### src/design/pfsm_defs.svh
`ifndef PFSM_DEFS_SVH
`define PFSM_DEFS_SVH

// register word offsets
`define PFSM_REG_CTRL      4'h0
`define PFSM_REG_AVG       4'h1
`define PFSM_REG_PPR       4'h2
`define PFSM_REG_DEST      4'h3
`define PFSM_REG_STATUS    4'h4
`define PFSM_REG_FREQ      4'h5
`define PFSM_REG_SPEED     4'h6
`define PFSM_REG_GPO       4'h7

// reset values
`define PFSM_CTRL_RST      8'h00
`define PFSM_AVG_RST       7'h01
`define PFSM_PPR_RST       18'h00001
`define PFSM_DEST_RST      16'h0000
`define PFSM_GPO_RST       2'h0

// status word field positions
`define PFSM_ST_FREQ_RUN   4
`define PFSM_ST_SPEED_RUN  5
`define PFSM_ST_GP_B       8
`define PFSM_ST_GP_Z       9
`define PFSM_ST_GP_FUNC    10
`define PFSM_ST_GP_LATCH   11

// setting limits
`define PFSM_AVG_MAX       7'h64
`define PFSM_PPR_MAX       18'h30d40

// timing: base unit time 0.01 s at a 100 ns clock
`define PFSM_UNIT_TIME_NS  10000000
`define PFSM_CLK_PERIOD_NS 100
`define PFSM_DECADE        4'h9

// output scaling per unit time (1/unit and 60/unit)
`define PFSM_HZ_10MS       48'h64
`define PFSM_HZ_100MS      48'ha
`define PFSM_HZ_1S         48'h1
`define PFSM_RPM_10MS      48'h1770
`define PFSM_RPM_100MS     48'h258
`define PFSM_RPM_1S        48'h3c

`define PFSM_DIV_STEPS     6'h2f

`endif

### src/design/pfsm_pkg.sv
package pfsm_pkg;

	typedef struct packed {
		logic [2:0] count_src;
		logic [1:0] unit_sel;
		logic       mode_speed;
		logic       speed_cmd;
		logic       freq_cmd;
	} pfsm_ctrl_t;

	typedef struct packed {
		logic [15:0] addr;
		logic [31:0] data;
	} pfsm_dest_t;

	typedef enum logic [1:0] {
		PFSM_IDLE = 2'b00,
		PFSM_RUN  = 2'b01,
		PFSM_DIV  = 2'b11
	} pfsm_state_t;

	typedef enum logic [2:0] {
		PFSM_A1    = 3'h0,
		PFSM_A2    = 3'h1,
		PFSM_P1    = 3'h2,
		PFSM_P2    = 3'h3,
		PFSM_CWCCW = 3'h4,
		PFSM_Q1    = 3'h5,
		PFSM_Q2    = 3'h6,
		PFSM_Q4    = 3'h7
	} pfsm_src_t;

endpackage : pfsm_pkg

### src/design/pfsm_phase_decode.sv
`timescale 1ns/1ps

module pfsm_phase_decode (
	input  wire logic              clk,
	input  wire logic              rst,
	input  wire pfsm_pkg::pfsm_src_t src,
	input  wire logic              a,
	input  wire logic              b,
	output logic                   up,
	output logic                   dn
);
	logic a_q;
	logic b_q;
	logic a_r;
	logic a_f;
	logic b_r;
	logic b_f;
	logic up_d;
	logic dn_d;

	always_ff @(posedge clk or posedge rst) begin
		if (rst) begin
			a_q <= 1'b0;
			b_q <= 1'b0;
		end else begin
			a_q <= a;
			b_q <= b;
		end
	end

	assign a_r = a & ~a_q;
	assign a_f = ~a & a_q;
	assign b_r = b & ~b_q;
	assign b_f = ~b & b_q;

	// edge to signed step per count source
	always_comb begin
		up_d = 1'b0;
		dn_d = 1'b0;
		case (src)
			pfsm_pkg::PFSM_A1: up_d = a_r;
			pfsm_pkg::PFSM_A2: up_d = a_r | a_f;
			pfsm_pkg::PFSM_P1: begin
				up_d = a_r & ~b;
				dn_d = a_r & b;
			end
			pfsm_pkg::PFSM_P2: begin
				up_d = (a_r | a_f) & ~b;
				dn_d = (a_r | a_f) & b;
			end
			pfsm_pkg::PFSM_CWCCW: begin
				up_d = a_r & ~b_r;
				dn_d = b_r & ~a_r;
			end
			pfsm_pkg::PFSM_Q1: begin
				up_d = a_r & ~b;
				dn_d = a_f & ~b;
			end
			pfsm_pkg::PFSM_Q2: begin
				up_d = (a_r & ~b) | (a_f & b);
				dn_d = (a_f & ~b) | (a_r & b);
			end
			pfsm_pkg::PFSM_Q4: begin
				up_d = (a_r & ~b) | (a_f & b) | (b_r & a) | (b_f & ~a);
				dn_d = (a_f & ~b) | (a_r & b) | (b_f & a) | (b_r & ~a);
			end
			default: begin
				up_d = 1'b0;
				dn_d = 1'b0;
			end
		endcase
	end

	always_ff @(posedge clk or posedge rst) begin
		if (rst) begin
			up <= 1'b0;
			dn <= 1'b0;
		end else begin
			up <= up_d;
			dn <= dn_d;
		end
	end

endmodule : pfsm_phase_decode

### src/design/pfsm_top.sv
`timescale 1ns/1ps
`include "pfsm_defs.svh"

// Summary of operation
// - frequency command on starts measuring and sets frequency running flag.
// - while running, each result goes to destination; averaged over N samples.
// - frequency command off stops measuring and clears running flag.
// - on stop the measured value becomes zero, not written to destination.
// - command raised again while running is ignored.
// - speed mode counts phase A/B pulses and computes speed.
// - each speed result is written to the command's destination.
// - averaging count 1 to 100; 1 means no averaging.
// - unit time selectable as 0.01 s, 0.1 s or 1 s.
// - zero pulses in a unit time give a zero result.
// - counting down gives a negative signed result.
// - pulses per rotation 1 to 200000, used in speed result.
// - unused phase B stays readable as general input, no interrupt.
// - phase Z, function, latch in and both outputs stay general purpose.
// - frequency equals count per unit time over unit time.
// - speed equals 60 times count over unit time times pulses per turn.
// - counting runs continuously so fractions carry into later windows.
// - averaged result stored only once N samples exist.
module pfsm_top #(
	parameter int UNIT_CYCLES = `PFSM_UNIT_TIME_NS / `PFSM_CLK_PERIOD_NS
) (
	input  wire logic                clk,
	input  wire logic                rst,
	input  wire logic [3:0]          reg_addr,
	input  wire logic [31:0]         reg_wdata,
	input  wire logic                reg_we,
	input  wire logic                reg_re,
	output logic [31:0]              reg_rdata,
	input  wire logic                phase_a,
	input  wire logic                phase_b,
	input  wire logic                phase_z,
	input  wire logic                func_in,
	input  wire logic                latch_in,
	output logic                     coin1_out,
	output logic                     coin2_out,
	output pfsm_pkg::pfsm_dest_t     dest_wr,
	output logic                     dest_we
);
	localparam int NPIN = 5;

	pfsm_pkg::pfsm_ctrl_t  ctrl_q;
	pfsm_pkg::pfsm_state_t state_q;
	logic [6:0]        avg_q;
	logic [17:0]       ppr_q;
	logic [15:0]       dest_q;
	logic [1:0]        gpo_q;
	logic [NPIN-1:0]   pin_s1_q;
	logic [NPIN-1:0]   pin_s2_q;
	logic [NPIN-1:0]   pin_raw;
	logic              step_up;
	logic              step_dn;
	logic [23:0]       base_cnt_q;
	logic              base_tick;
	logic [3:0]        dec1_q;
	logic [3:0]        dec2_q;
	logic              tick;
	logic signed [23:0] cnt_q;
	logic signed [23:0] step;
	logic signed [23:0] ring_q [0:99];
	logic [6:0]        wp_q;
	logic [6:0]        fill_q;
	logic [6:0]        n_q;
	logic [17:0]       ppr_run_q;
	logic [1:0]        unit_run_q;
	logic              run_speed_q;
	logic signed [31:0] sum_q;
	logic signed [31:0] sum_d;
	logic signed [23:0] oldest;
	logic              cmd_on;
	logic              freq_run;
	logic              speed_run;
	logic [47:0]       num_q;
	logic [25:0]       rem_q;
	logic [24:0]       den_q;
	logic              neg_q;
	logic [5:0]        dstep_q;
	logic [25:0]       rem_sh;
	logic              ge;
	logic [47:0]       scale;
	logic signed [47:0] prod;
	logic [31:0]       quo;
	logic signed [31:0] freq_val_q;
	logic signed [31:0] speed_val_q;
	logic [31:0]       status;
	logic [6:0]        wr_avg;
	logic [17:0]       wr_ppr;

	// two-flop input synchronisers
	assign pin_raw = {latch_in, func_in, phase_z, phase_b, phase_a};
	genvar gi;
	generate
		for (gi = 0; gi < NPIN; gi++) begin : g_sync
			always_ff @(posedge clk or posedge rst) begin
				if (rst) begin
					pin_s1_q[gi] <= 1'b0;
					pin_s2_q[gi] <= 1'b0;
				end else begin
					pin_s1_q[gi] <= pin_raw[gi];
					pin_s2_q[gi] <= pin_s1_q[gi];
				end
			end
		end
	endgenerate

	pfsm_phase_decode u_dec (
		.clk (clk),
		.rst (rst),
		.src (pfsm_pkg::pfsm_src_t'(ctrl_q.count_src)),
		.a   (pin_s2_q[0]),
		.b   (pin_s2_q[1]),
		.up  (step_up),
		.dn  (step_dn)
	);

	// unit time ticks: 0.01 s base, then two decades
	assign base_tick = (base_cnt_q == 24'(UNIT_CYCLES - 1));
	always_ff @(posedge clk or posedge rst) begin
		if (rst) begin
			base_cnt_q <= 24'h000000;
			dec1_q     <= 4'h0;
			dec2_q     <= 4'h0;
		end else if (state_q == pfsm_pkg::PFSM_IDLE) begin
			base_cnt_q <= 24'h000000;
			dec1_q     <= 4'h0;
			dec2_q     <= 4'h0;
		end else if (base_tick) begin
			base_cnt_q <= 24'h000000;
			dec1_q     <= (dec1_q == `PFSM_DECADE) ? 4'h0 : dec1_q + 4'h1;
			if (dec1_q == `PFSM_DECADE)
				dec2_q <= (dec2_q == `PFSM_DECADE) ? 4'h0 : dec2_q + 4'h1;
		end else begin
			base_cnt_q <= base_cnt_q + 24'h000001;
		end
	end

	always_comb begin
		case (unit_run_q)
			2'h0:    tick = base_tick;
			2'h1:    tick = base_tick && dec1_q == `PFSM_DECADE;
			default: tick = base_tick && dec1_q == `PFSM_DECADE
				&& dec2_q == `PFSM_DECADE;
		endcase
	end

	// signed pulse accumulator per unit time
	assign step = step_up ? 24'sh000001 : (step_dn ? -24'sh000001 : 24'sh0);
	always_ff @(posedge clk or posedge rst) begin
		if (rst)
			cnt_q <= 24'sh0;
		else if (state_q == pfsm_pkg::PFSM_IDLE)
			cnt_q <= 24'sh0;
		else if (tick)
			cnt_q <= step;
		else
			cnt_q <= cnt_q + step;
	end

	// run control
	assign cmd_on = run_speed_q ? ctrl_q.speed_cmd : ctrl_q.freq_cmd;
	always_ff @(posedge clk or posedge rst) begin
		if (rst) begin
			state_q     <= pfsm_pkg::PFSM_IDLE;
			run_speed_q <= 1'b0;
			n_q         <= 7'h01;
			ppr_run_q   <= `PFSM_PPR_RST;
			unit_run_q  <= 2'h0;
		end else begin
			case (state_q)
				pfsm_pkg::PFSM_IDLE: begin
					if (ctrl_q.mode_speed ? ctrl_q.speed_cmd
						: ctrl_q.freq_cmd) begin
						state_q     <= pfsm_pkg::PFSM_RUN;
						run_speed_q <= ctrl_q.mode_speed;
						n_q         <= avg_q;
						ppr_run_q   <= ppr_q;
						unit_run_q  <= ctrl_q.unit_sel;
					end
				end
				pfsm_pkg::PFSM_RUN: begin
					if (!cmd_on)
						state_q <= pfsm_pkg::PFSM_IDLE;
					else if (tick && fill_q + 7'h01 >= n_q)
						state_q <= pfsm_pkg::PFSM_DIV;
				end
				pfsm_pkg::PFSM_DIV: begin
					if (!cmd_on)
						state_q <= pfsm_pkg::PFSM_IDLE;
					else if (dstep_q == 6'h00)
						state_q <= pfsm_pkg::PFSM_RUN;
				end
				default: state_q <= pfsm_pkg::PFSM_IDLE;
			endcase
		end
	end
	// a fresh command while running changes nothing
	assign freq_run  = state_q != pfsm_pkg::PFSM_IDLE && !run_speed_q;
	assign speed_run = state_q != pfsm_pkg::PFSM_IDLE && run_speed_q;

	// sliding window of the last n samples
	assign oldest = (fill_q >= n_q) ? ring_q[wp_q] : 24'sh0;
	assign sum_d  = sum_q + 32'(cnt_q) - 32'(oldest);
	generate
		for (gi = 0; gi < 100; gi++) begin : g_ring
			always_ff @(posedge clk) begin
				if (tick && state_q != pfsm_pkg::PFSM_IDLE
					&& wp_q == 7'(gi))
					ring_q[gi] <= cnt_q;
			end
		end
	endgenerate

	always_ff @(posedge clk or posedge rst) begin
		if (rst) begin
			wp_q   <= 7'h00;
			fill_q <= 7'h00;
			sum_q  <= 32'sh0;
		end else if (state_q == pfsm_pkg::PFSM_IDLE) begin
			wp_q   <= 7'h00;
			fill_q <= 7'h00;
			sum_q  <= 32'sh0;
		end else if (tick) begin
			wp_q   <= (wp_q + 7'h01 >= n_q) ? 7'h00 : wp_q + 7'h01;
			fill_q <= (fill_q >= n_q) ? fill_q : fill_q + 7'h01;
			sum_q  <= sum_d;
		end
	end

	// scale: 1/unit for hertz, 60/unit for speed
	always_comb begin
		case ({run_speed_q, unit_run_q})
			3'h0:    scale = `PFSM_HZ_10MS;
			3'h1:    scale = `PFSM_HZ_100MS;
			3'h4:    scale = `PFSM_RPM_10MS;
			3'h5:    scale = `PFSM_RPM_100MS;
			3'h6:    scale = `PFSM_RPM_1S;
			3'h7:    scale = `PFSM_RPM_1S;
			default: scale = `PFSM_HZ_1S;
		endcase
	end
	assign prod = 48'(sum_d) * $signed(scale);

	// restoring divider on magnitudes
	assign rem_sh = {rem_q[24:0], num_q[47]};
	assign ge     = rem_sh >= {1'b0, den_q};
	always_ff @(posedge clk or posedge rst) begin
		if (rst) begin
			num_q   <= 48'h0;
			rem_q   <= 26'h0;
			den_q   <= 25'h1;
			neg_q   <= 1'b0;
			dstep_q <= 6'h00;
		end else if (state_q == pfsm_pkg::PFSM_RUN && tick) begin
			num_q   <= prod[47] ? 48'(-prod) : prod;
			neg_q   <= prod[47];
			rem_q   <= 26'h0;
			den_q   <= run_speed_q ? 25'(n_q) * 25'(ppr_run_q)
				: 25'(n_q);
			dstep_q <= `PFSM_DIV_STEPS;
		end else if (state_q == pfsm_pkg::PFSM_DIV) begin
			rem_q   <= ge ? rem_sh - {1'b0, den_q} : rem_sh;
			num_q   <= {num_q[46:0], ge};
			dstep_q <= dstep_q - 6'h01;
		end
	end
	assign quo = ge ? {num_q[30:0], 1'b1} : {num_q[30:0], 1'b0};

	// result store, destination write and zero on stop
	always_ff @(posedge clk or posedge rst) begin
		if (rst) begin
			freq_val_q  <= 32'sh0;
			speed_val_q <= 32'sh0;
			dest_wr     <= '0;
			dest_we     <= 1'b0;
		end else begin
			dest_we <= 1'b0;
			if (state_q != pfsm_pkg::PFSM_IDLE && !cmd_on) begin
				if (run_speed_q)
					speed_val_q <= 32'sh0;
				else
					freq_val_q <= 32'sh0;
			end else if (state_q == pfsm_pkg::PFSM_DIV
				&& dstep_q == 6'h00) begin
				dest_we      <= 1'b1;
				dest_wr.addr <= dest_q;
				dest_wr.data <= neg_q ? -quo : quo;
				if (run_speed_q)
					speed_val_q <= neg_q ? -quo : quo;
				else
					freq_val_q <= neg_q ? -quo : quo;
			end
		end
	end

	// register writes, settings clamped to their ranges
	assign wr_avg = (reg_wdata == 32'h0) ? 7'h01
		: (reg_wdata > {25'h0, `PFSM_AVG_MAX} ? `PFSM_AVG_MAX
		: reg_wdata[6:0]);
	assign wr_ppr = (reg_wdata == 32'h0) ? 18'h00001
		: (reg_wdata > {14'h0, `PFSM_PPR_MAX} ? `PFSM_PPR_MAX
		: reg_wdata[17:0]);
	always_ff @(posedge clk or posedge rst) begin
		if (rst) begin
			ctrl_q <= `PFSM_CTRL_RST;
			avg_q  <= `PFSM_AVG_RST;
			ppr_q  <= `PFSM_PPR_RST;
			dest_q <= `PFSM_DEST_RST;
			gpo_q  <= `PFSM_GPO_RST;
		end else if (reg_we) begin
			case (reg_addr)
				`PFSM_REG_CTRL: ctrl_q <= reg_wdata[7:0];
				`PFSM_REG_AVG:  avg_q  <= wr_avg;
				`PFSM_REG_PPR:  ppr_q  <= wr_ppr;
				`PFSM_REG_DEST: dest_q <= reg_wdata[15:0];
				`PFSM_REG_GPO:  gpo_q  <= reg_wdata[1:0];
				default: ;
			endcase
		end
	end

	assign coin1_out = gpo_q[0];
	assign coin2_out = gpo_q[1];

	always_comb begin
		status = 32'h0;
		status[`PFSM_ST_FREQ_RUN]  = freq_run;
		status[`PFSM_ST_SPEED_RUN] = speed_run;
		status[`PFSM_ST_GP_B]      = pin_s2_q[1];
		status[`PFSM_ST_GP_Z]      = pin_s2_q[2];
		status[`PFSM_ST_GP_FUNC]   = pin_s2_q[3];
		status[`PFSM_ST_GP_LATCH]  = pin_s2_q[4];
	end

	// read data one cycle after the strobe, zero otherwise
	always_ff @(posedge clk or posedge rst) begin
		if (rst) begin
			reg_rdata <= 32'h0;
		end else if (reg_re) begin
			case (reg_addr)
				`PFSM_REG_CTRL:   reg_rdata <= {24'h0, ctrl_q};
				`PFSM_REG_AVG:    reg_rdata <= {25'h0, avg_q};
				`PFSM_REG_PPR:    reg_rdata <= {14'h0, ppr_q};
				`PFSM_REG_DEST:   reg_rdata <= {16'h0, dest_q};
				`PFSM_REG_STATUS: reg_rdata <= status;
				`PFSM_REG_FREQ:   reg_rdata <= freq_val_q;
				`PFSM_REG_SPEED:  reg_rdata <= speed_val_q;
				`PFSM_REG_GPO:    reg_rdata <= {30'h0, gpo_q};
				default:          reg_rdata <= 32'h0;
			endcase
		end else begin
			reg_rdata <= 32'h0;
		end
	end

endmodule : pfsm_top

### config.mk
export PLATFORM = sky130hd
export DESIGN_NAME = pfsm_top
export DESIGN_NICKNAME = d
export VERILOG_FILES = /design/src/design/pfsm_pkg.sv /design/src/design/pfsm_phase_decode.sv /design/src/design/pfsm_top.sv
export VERILOG_INCLUDE_DIRS = /design/src /design/src/design
export SDC_FILE = /design/constraint.sdc
export NUM_CORES = 2
export LEC_CHECK = 0
export BUFFER_PORTS_ARGS = -buffer_cell sky130_fd_sc_hd__buf_2
export CORE_ASPECT_RATIO = 1.25
export CORE_UTILIZATION = 59
export CTS_BUF_LIST = sky130_fd_sc_hd__clkbuf_4
export CTS_CLUSTER_DIAMETER = 100
export CTS_CLUSTER_SIZE = 20
export DETAILED_ROUTE_END_ITERATION = 10
export PLACE_DENSITY_LB_ADDON = 0.08
export SETUP_SLACK_MARGIN = 0.02
export SLEW_MARGIN = 40
export SYNTH_ARGS = -nofsm -noshare
export SYNTH_HDL_FRONTEND = slang
export SYNTH_HIERARCHICAL = 1
export SYNTH_SLANG_ARGS = --single-unit
### constraint.sdc
create_clock -name clk -period 13.6 [get_ports clk]
set_input_delay 1.36 -clock clk [delete_from_list [all_inputs] [get_ports clk]]
set_output_delay 1.36 -clock clk [all_outputs]
set_load 0.02 [all_outputs]
### Word level (Yosys, flattened, before mapping)

Memory sizes are Yosys's and may differ from the RTL's.
Index checks and enable logic that the tools add are counted.

| word-level totals | value |
|---|---|
| flip-flop bits (word level) | 447 |
| RAM bits | 2400 |
| bits of input ports | 45 |
| output and inout bits | 83 |
| word-level logic and storage cells | 1025 |
| memories kept | 1 |

| operators by class | value |
|---|---|
| add/sub/neg operators | 12 |
| multipliers | 2 |
| $lt $le $gt $ge | 6 |
| equality and inequality tests | 132 |
| mux-type cells | 558 |
| bitwise operators | 30 |
| reduce and logical (&&, ||, !) cells | 238 |

Memories:

| name | words | bits a word | rd ports | clocked after Yosys merged registers in | wr ports | RTL line | source |
|---|---|---|---|---|---|---|---|
| ring_q | 100 | 24 | 1 | 0 | 1 | pfsm_top.sv:63 | `logic signed [23:0] ring_q [0:99];` |

Operators with widths:

| cell | number |
|---|---|
| $mux 24 | 106 |
| $reduce_or 24->1 | 99 |
| $mux 7 | 107 |
| $mux 32 | 12 |
| $mux 1 | 304 |
| $pmux 32 s8 | 1 |
| $eq 7x7->1 const B | 36 |
| $eq 7x6->1 const B | 32 |
| $mux 48 | 3 |
| $eq 7x5->1 const B | 16 |
| $logic_and 1x1->1 | 109 |
| $mux 25 | 4 |
| $pmux 13 s5 | 1 |
| $eq 7x4->1 const B | 8 |
| $neg 48->48 | 1 |
| $mul 32x14->46 | 1 |
| $mux 18 | 2 |
| $add 32x24->32 | 1 |
| $gt 32x18->1 const B | 1 |
| $gt 32x7->1 const B | 1 |
| $logic_not 32->1 | 1 |
| $neg 32->32 | 1 |
| $sub 32x24->32 | 1 |
| $eq 7x3->1 const B | 4 |
| 44 further kinds | 126 |

### Depth between registers and ports, before layout

| logic depth | value |
|---|---|
| word-level depth | 108 |
| mapped depth | 52 |
| gate-level depth less buffers | 50 |

### Cells and area by module

Netlist, hierarchy kept.

By module, submodules not included:

| module | instances | cells each | area an instance (um^2) |
|---|---|---|---|
| pfsm_top | 1 | 8346 | 133785.8 |
| pfsm_phase_decode | 1 | 49 | 436.7 |

### Least setup slack after synthesis

No wires, ideal clock.

| timing | value |
|---|---|
| kind | register -> register |
| from | reg wp_q[0] |
| to | reg num_q[34] |
| data arrival time | 12.915 ns |
| data required time | 13.531 ns |
| path slack | 0.616 ns |
| cell stages (with the launch flop) | 50 |
| clock period less this slack | 12.984 ns |
| cells stage by stage | dfrtp_1 buf_2 buf_1 buf_1 buf_1 mux4_2 mux4_2 mux2i_1 o21ai_0 mux2i_1 nor2_1 ha_1 inv_1 ha_1 fa_1 a21o_1 a21oi_1 o21ai_0 [... 14 more ...] fa_1 fa_1 fa_1 inv_1 fa_1 inv_1 ha_1 clkbuf_1 a21o_1 a21oi_1 nor2b_1 a311oi_1 a211oi_1 or4_1 o211ai_2 nand2_1 or4_1 nand3_1 |

| between the ends | value |
|---|---|
| longest elaborated chain between the ends | 7 |

RTL lines:

| what | RTL line | source |
|---|---|---|
| from (decl) | pfsm_top.sv:64 | `logic [6:0] wp_q;` |
| from (signal assigned) | pfsm_top.sv:226 | `wp_q <= (wp_q + 7'h01 >= n_q) ? 7'h00 : wp_q + 7'h01;` |
| $mem_v2 100x24 (*) | -- |  |
| $mux 24 (*) | pfsm_top.sv:204 | `assign oldest = (fill_q >= n_q) ? ring_q[wp_q] : 24'sh0;` |
| $sub 32x24->32 (*) | pfsm_top.sv:205 | `assign sum_d = sum_q + 32'(cnt_q) - 32'(oldest);` |
| $mul 32x14->46 (*) | pfsm_top.sv:244 | `assign prod = 48'(sum_d) * $signed(scale);` |
| $neg 48->48 | pfsm_top.sv:257 | `num_q <= prod[47] ? 48'(-prod) : prod;` |
| $mux 48 (*) | pfsm_top.sv:257 |  |
| $mux 48 (*) | pfsm_top.sv:256 | `end else if (state_q == pfsm_pkg::PFSM_RUN && tick) begin` |
| to (signal assigned) | pfsm_top.sv:257 |  |
| to (signal assigned) | pfsm_top.sv:265 | `num_q <= {num_q[46:0], ge};` |
| to (decl) | pfsm_top.sv:76 | `logic [47:0] num_q;` |

Mark *: on every way between the ends. The rest lies on a longest branch, timed or not.
A chain may end at the register's enable or synchronous reset.

### Worst setup path after layout

| timing | value |
|---|---|
| from | reg wp_q[0] |
| to | reg num_q[21] |

The elaborated chain is that of the path after synthesis.

==> flow_summary_export.csv <==
group,metric,value,unit
drt,avgRoutedWirePerCell,29.2,um
die,dieArea,229000,sq um
critical_path,r2r-start,"wp_q[0]",
min_path,whs_path_depth,1,
die,dieWidth,429,um
placed_design,hpwl,227000,um
sta,grt_setup_unrepaired,"no",
critical_path,critPathCaptureType,"flop",
grt,overflow,0,
synth,syn_nets,9162,
cts,cts_root_buf,"clkbuf_4",
grt,grt_pass1_vias,75700,
sta,relSlewSlack,44.2,%
synth,synth.avg_cell_area,16.0,sq um
critical_path,crit_arrival,14.39,ns
drt,vias_per_cell,6.45,
synth,syn-instance-count,8395,
sta,min_period_over_period,96.4,%
critical_path,worst_setup_path_start_kind,"flop",
cts,numCtsBuffers,169,
grt,track_usage,30.0,%
critical_path,crit_type,"reg2reg",
grt,antenna_found_initial,21,
run,maxCapViolations,0,
synth,ys_async_sr_fraction,15.7,%
placed_design,io_buffer_count,127,
critical_path,r2r_slack,0.49,ns
min_path,hp-start,"latch_in",
final_layout,drive_gt1_share,20.9,%
critical_path,cp.required,14.88,ns
cts,worstSkewPairLatency,1.41,ns
sta,hold_violations,0,
drt,postRouteAntennaNets,0,
min_path,whs_endpoint,"pin_s1_q[4]",
placed_design,gp_congestion,0.897,
sta,final.setup.worst_slack,0.487,ns
final_layout,finish.net_count,9464,
grt,grt_max_degree,102,
sta,tightest_slew,0.836,ns
cts,clkTransAtPathRegs,0.22,ns
min_path,hold_path.class,"in2reg",
critical_path,slowest_delay,0.57,ns
drt,first_pass_iters,6,
sta,maxSlewViolCount,0,
critical_path,worstReg2RegEnd,"num_q[21]",
critical_path,crit_fanout,30,
sta,fmax,76.3,MHz
final_layout,layout.cells.non_filler,11700,
synth,synth_common_cells,"2400 x edfxtp_1, 760 x mux4_2, 683 x inv_1",
drt,num_vias,75600,
cts,htree_levels,4,
die,ios,128,
cts,clk_path_buf_depth,4,
final_layout,area_delta_synth_final,7.48,%
synth,synth_area,134000,sq um
placed_design,numPlacedInstances,11500,
die,core_area,226000,sq um
placed_design,place_ws,0.297,ns
critical_path,slowest_stage,"fa_1",
grt,grt_pass1_wl,503000,um
die,row_count,195,
cts,clock_sinks,2847,
synth,yosysTopAreaCell,"edfxtp_1",
synth,seq_area_frac_synth,62.0,%
synth,synth.top_cell.area_share,53.7,%
synth,synth_edf_count,2400,
sta,timing.hold.ws,0.147,ns
die,die_height,535,um
drt,drt-total-wl,342000,um
synth,yosysMostFrequentCell,"edfxtp_1",
synth,yosys-top-cells-area,"edfxtp_1 54%, mux4_2 13%, dfrtp_1 8.2%",
critical_path,reg2reg_depth,50,
drt,drtIter0Drc,8143,
sta,clock_skew,0.157,ns
sta,layout_min_cycle_time,13.11,ns
cts,tritoncts,"built",
sta,report.final.setup_viol,0,
critical_path,crit_top_cell,"fa_1",
die,start_util,59.4,%
synth,synth.distinct_cells,118,
sta,fin_tns_setup,0,ns
synth,synth_seq_cells,2847,
synth,yosysWarnings,6,
drt,drc,0,
synth,ys.flop_type,"edfxtp_1",
status,status,"finished, final reports clean",
cell usage in the layout, fill, tap and decap left out, drive strengths merged, types with 40 or more instances in the layout:
master,count
a21oi,223
xor2,130
nand4,40
nand2b,71
inv,691
mux2,52
a21o,83
clkbuf,221
nand2,515
mux2i,65
ha,298
dfrtp,442
xnor2,114
a22oi,82
buf,510
a22o,49
o21ai,299
mux4,760
nor3,59
fa,424
edfxtp,2400
nand3,144
nor2,550
and2,47
logic make-up after synthesis:
| group | share of synthesized area, % |
|---|---|
| DFF | 62.0 |
| and+or+nand+nor | 5.60 |
| buffers and inverters | 3.12 |
| AOI/OAI and AO/OA | 4.86 |
| muxes | 13.7 |
| adders and majority gates | 9.10 |
| xor gates and xnor gates | 1.61 |
area by class of cell:
cell class	instances	area, sq um
diodes	10	25.0
clock buffers	215	1610
clock inverters	12	100
fillers	16100	81700
inverters	685	2570
multi-input cells	4474	47600
flip-flops and latches	2847	83400
well taps	2955	3700
repair buffers	520	5310
worst max-delay path, delay by kind of cell, from the launching register on:
family	cells	cell delay, ns
and+or+nand+nor	6	1.01
DFF	1	0.54
AOI/OAI and AO/OA	16	3.29
xor gates and xnor gates	2	0.39
adders and majority gates	10	4.36
muxes	4	1.76
buffers and inverters	12	1.56
state kept, by name, summed over array words and instances, names as in the netlist, 4 cells and up:
| register | count |
|---|---|
| avg_q | 7 |
| pin_s1_q | 5 |
| ctrl_q | 8 |
| fill_q | 7 |
| dstep_q | 6 |
| sum_q | 32 |
| den_q | 25 |
| dest_q | 16 |
| num_q | 48 |
| base_cnt_q | 24 |
| cnt_q | 24 |
| freq_val_q | 32 |
| dest_wr | 48 |
| dec1_q | 4 |
| dec2_q | 4 |
| speed_val_q | 32 |
| wp_q | 7 |
| rem_q | 25 |
| reg_rdata | 32 |
| ring_q | 2400 |
| ppr_q | 18 |
| ppr_run_q | 18 |
| pin_s2_q | 5 |
| n_q | 7 |
layer usage:
metal	wire [um]	GRT usage (%)	vias up
met5	130	0	-
met4	13600	10.7	18
met3	25100	3.93	582
met2	172000	50.8	3179
met1	131000	40.2	39700
li1	-	-	32100
through the flow:
stage	utilization (%)	cell area (sq um)
2_1_floorplan	-	134000
6_report	63.9	144000
3_5_place_dp	62.9	142000
5_1_grt	63.8	144000
4_1_cts	63.7	144000
3_3_place_gp	62.1	140000
worst max-delay path by stage:
stage / start / end / slack, ns / depth (start not counted)
finish: wp_q[0] / num_q[21] / 0.49 / 50
global route: wp_q[0] / num_q[21] / 0.01 / 48
CTS: wp_q[0] / num_q[21] / 0.22 / 48
detailed placement: wp_q[0] / num_q[21] / 0.30 / 48
global placement: wp_q[0] / num_q[14] / 0.31 / 46
floorplan: wp_q[0] / num_q[34] / 0.62 / 49
what timing repair did:
item	4_1_cts	5_1_grt
gates resized for setup	0	30
endpoints found under the hold margin	7	0
hold buffers	4	0
buffers inserted	0	5
endpoints found under the setup margin	0	46
Power is not shown: default switching activity piles up to over one toggle a cycle in this logic, so the estimate is an artifact.
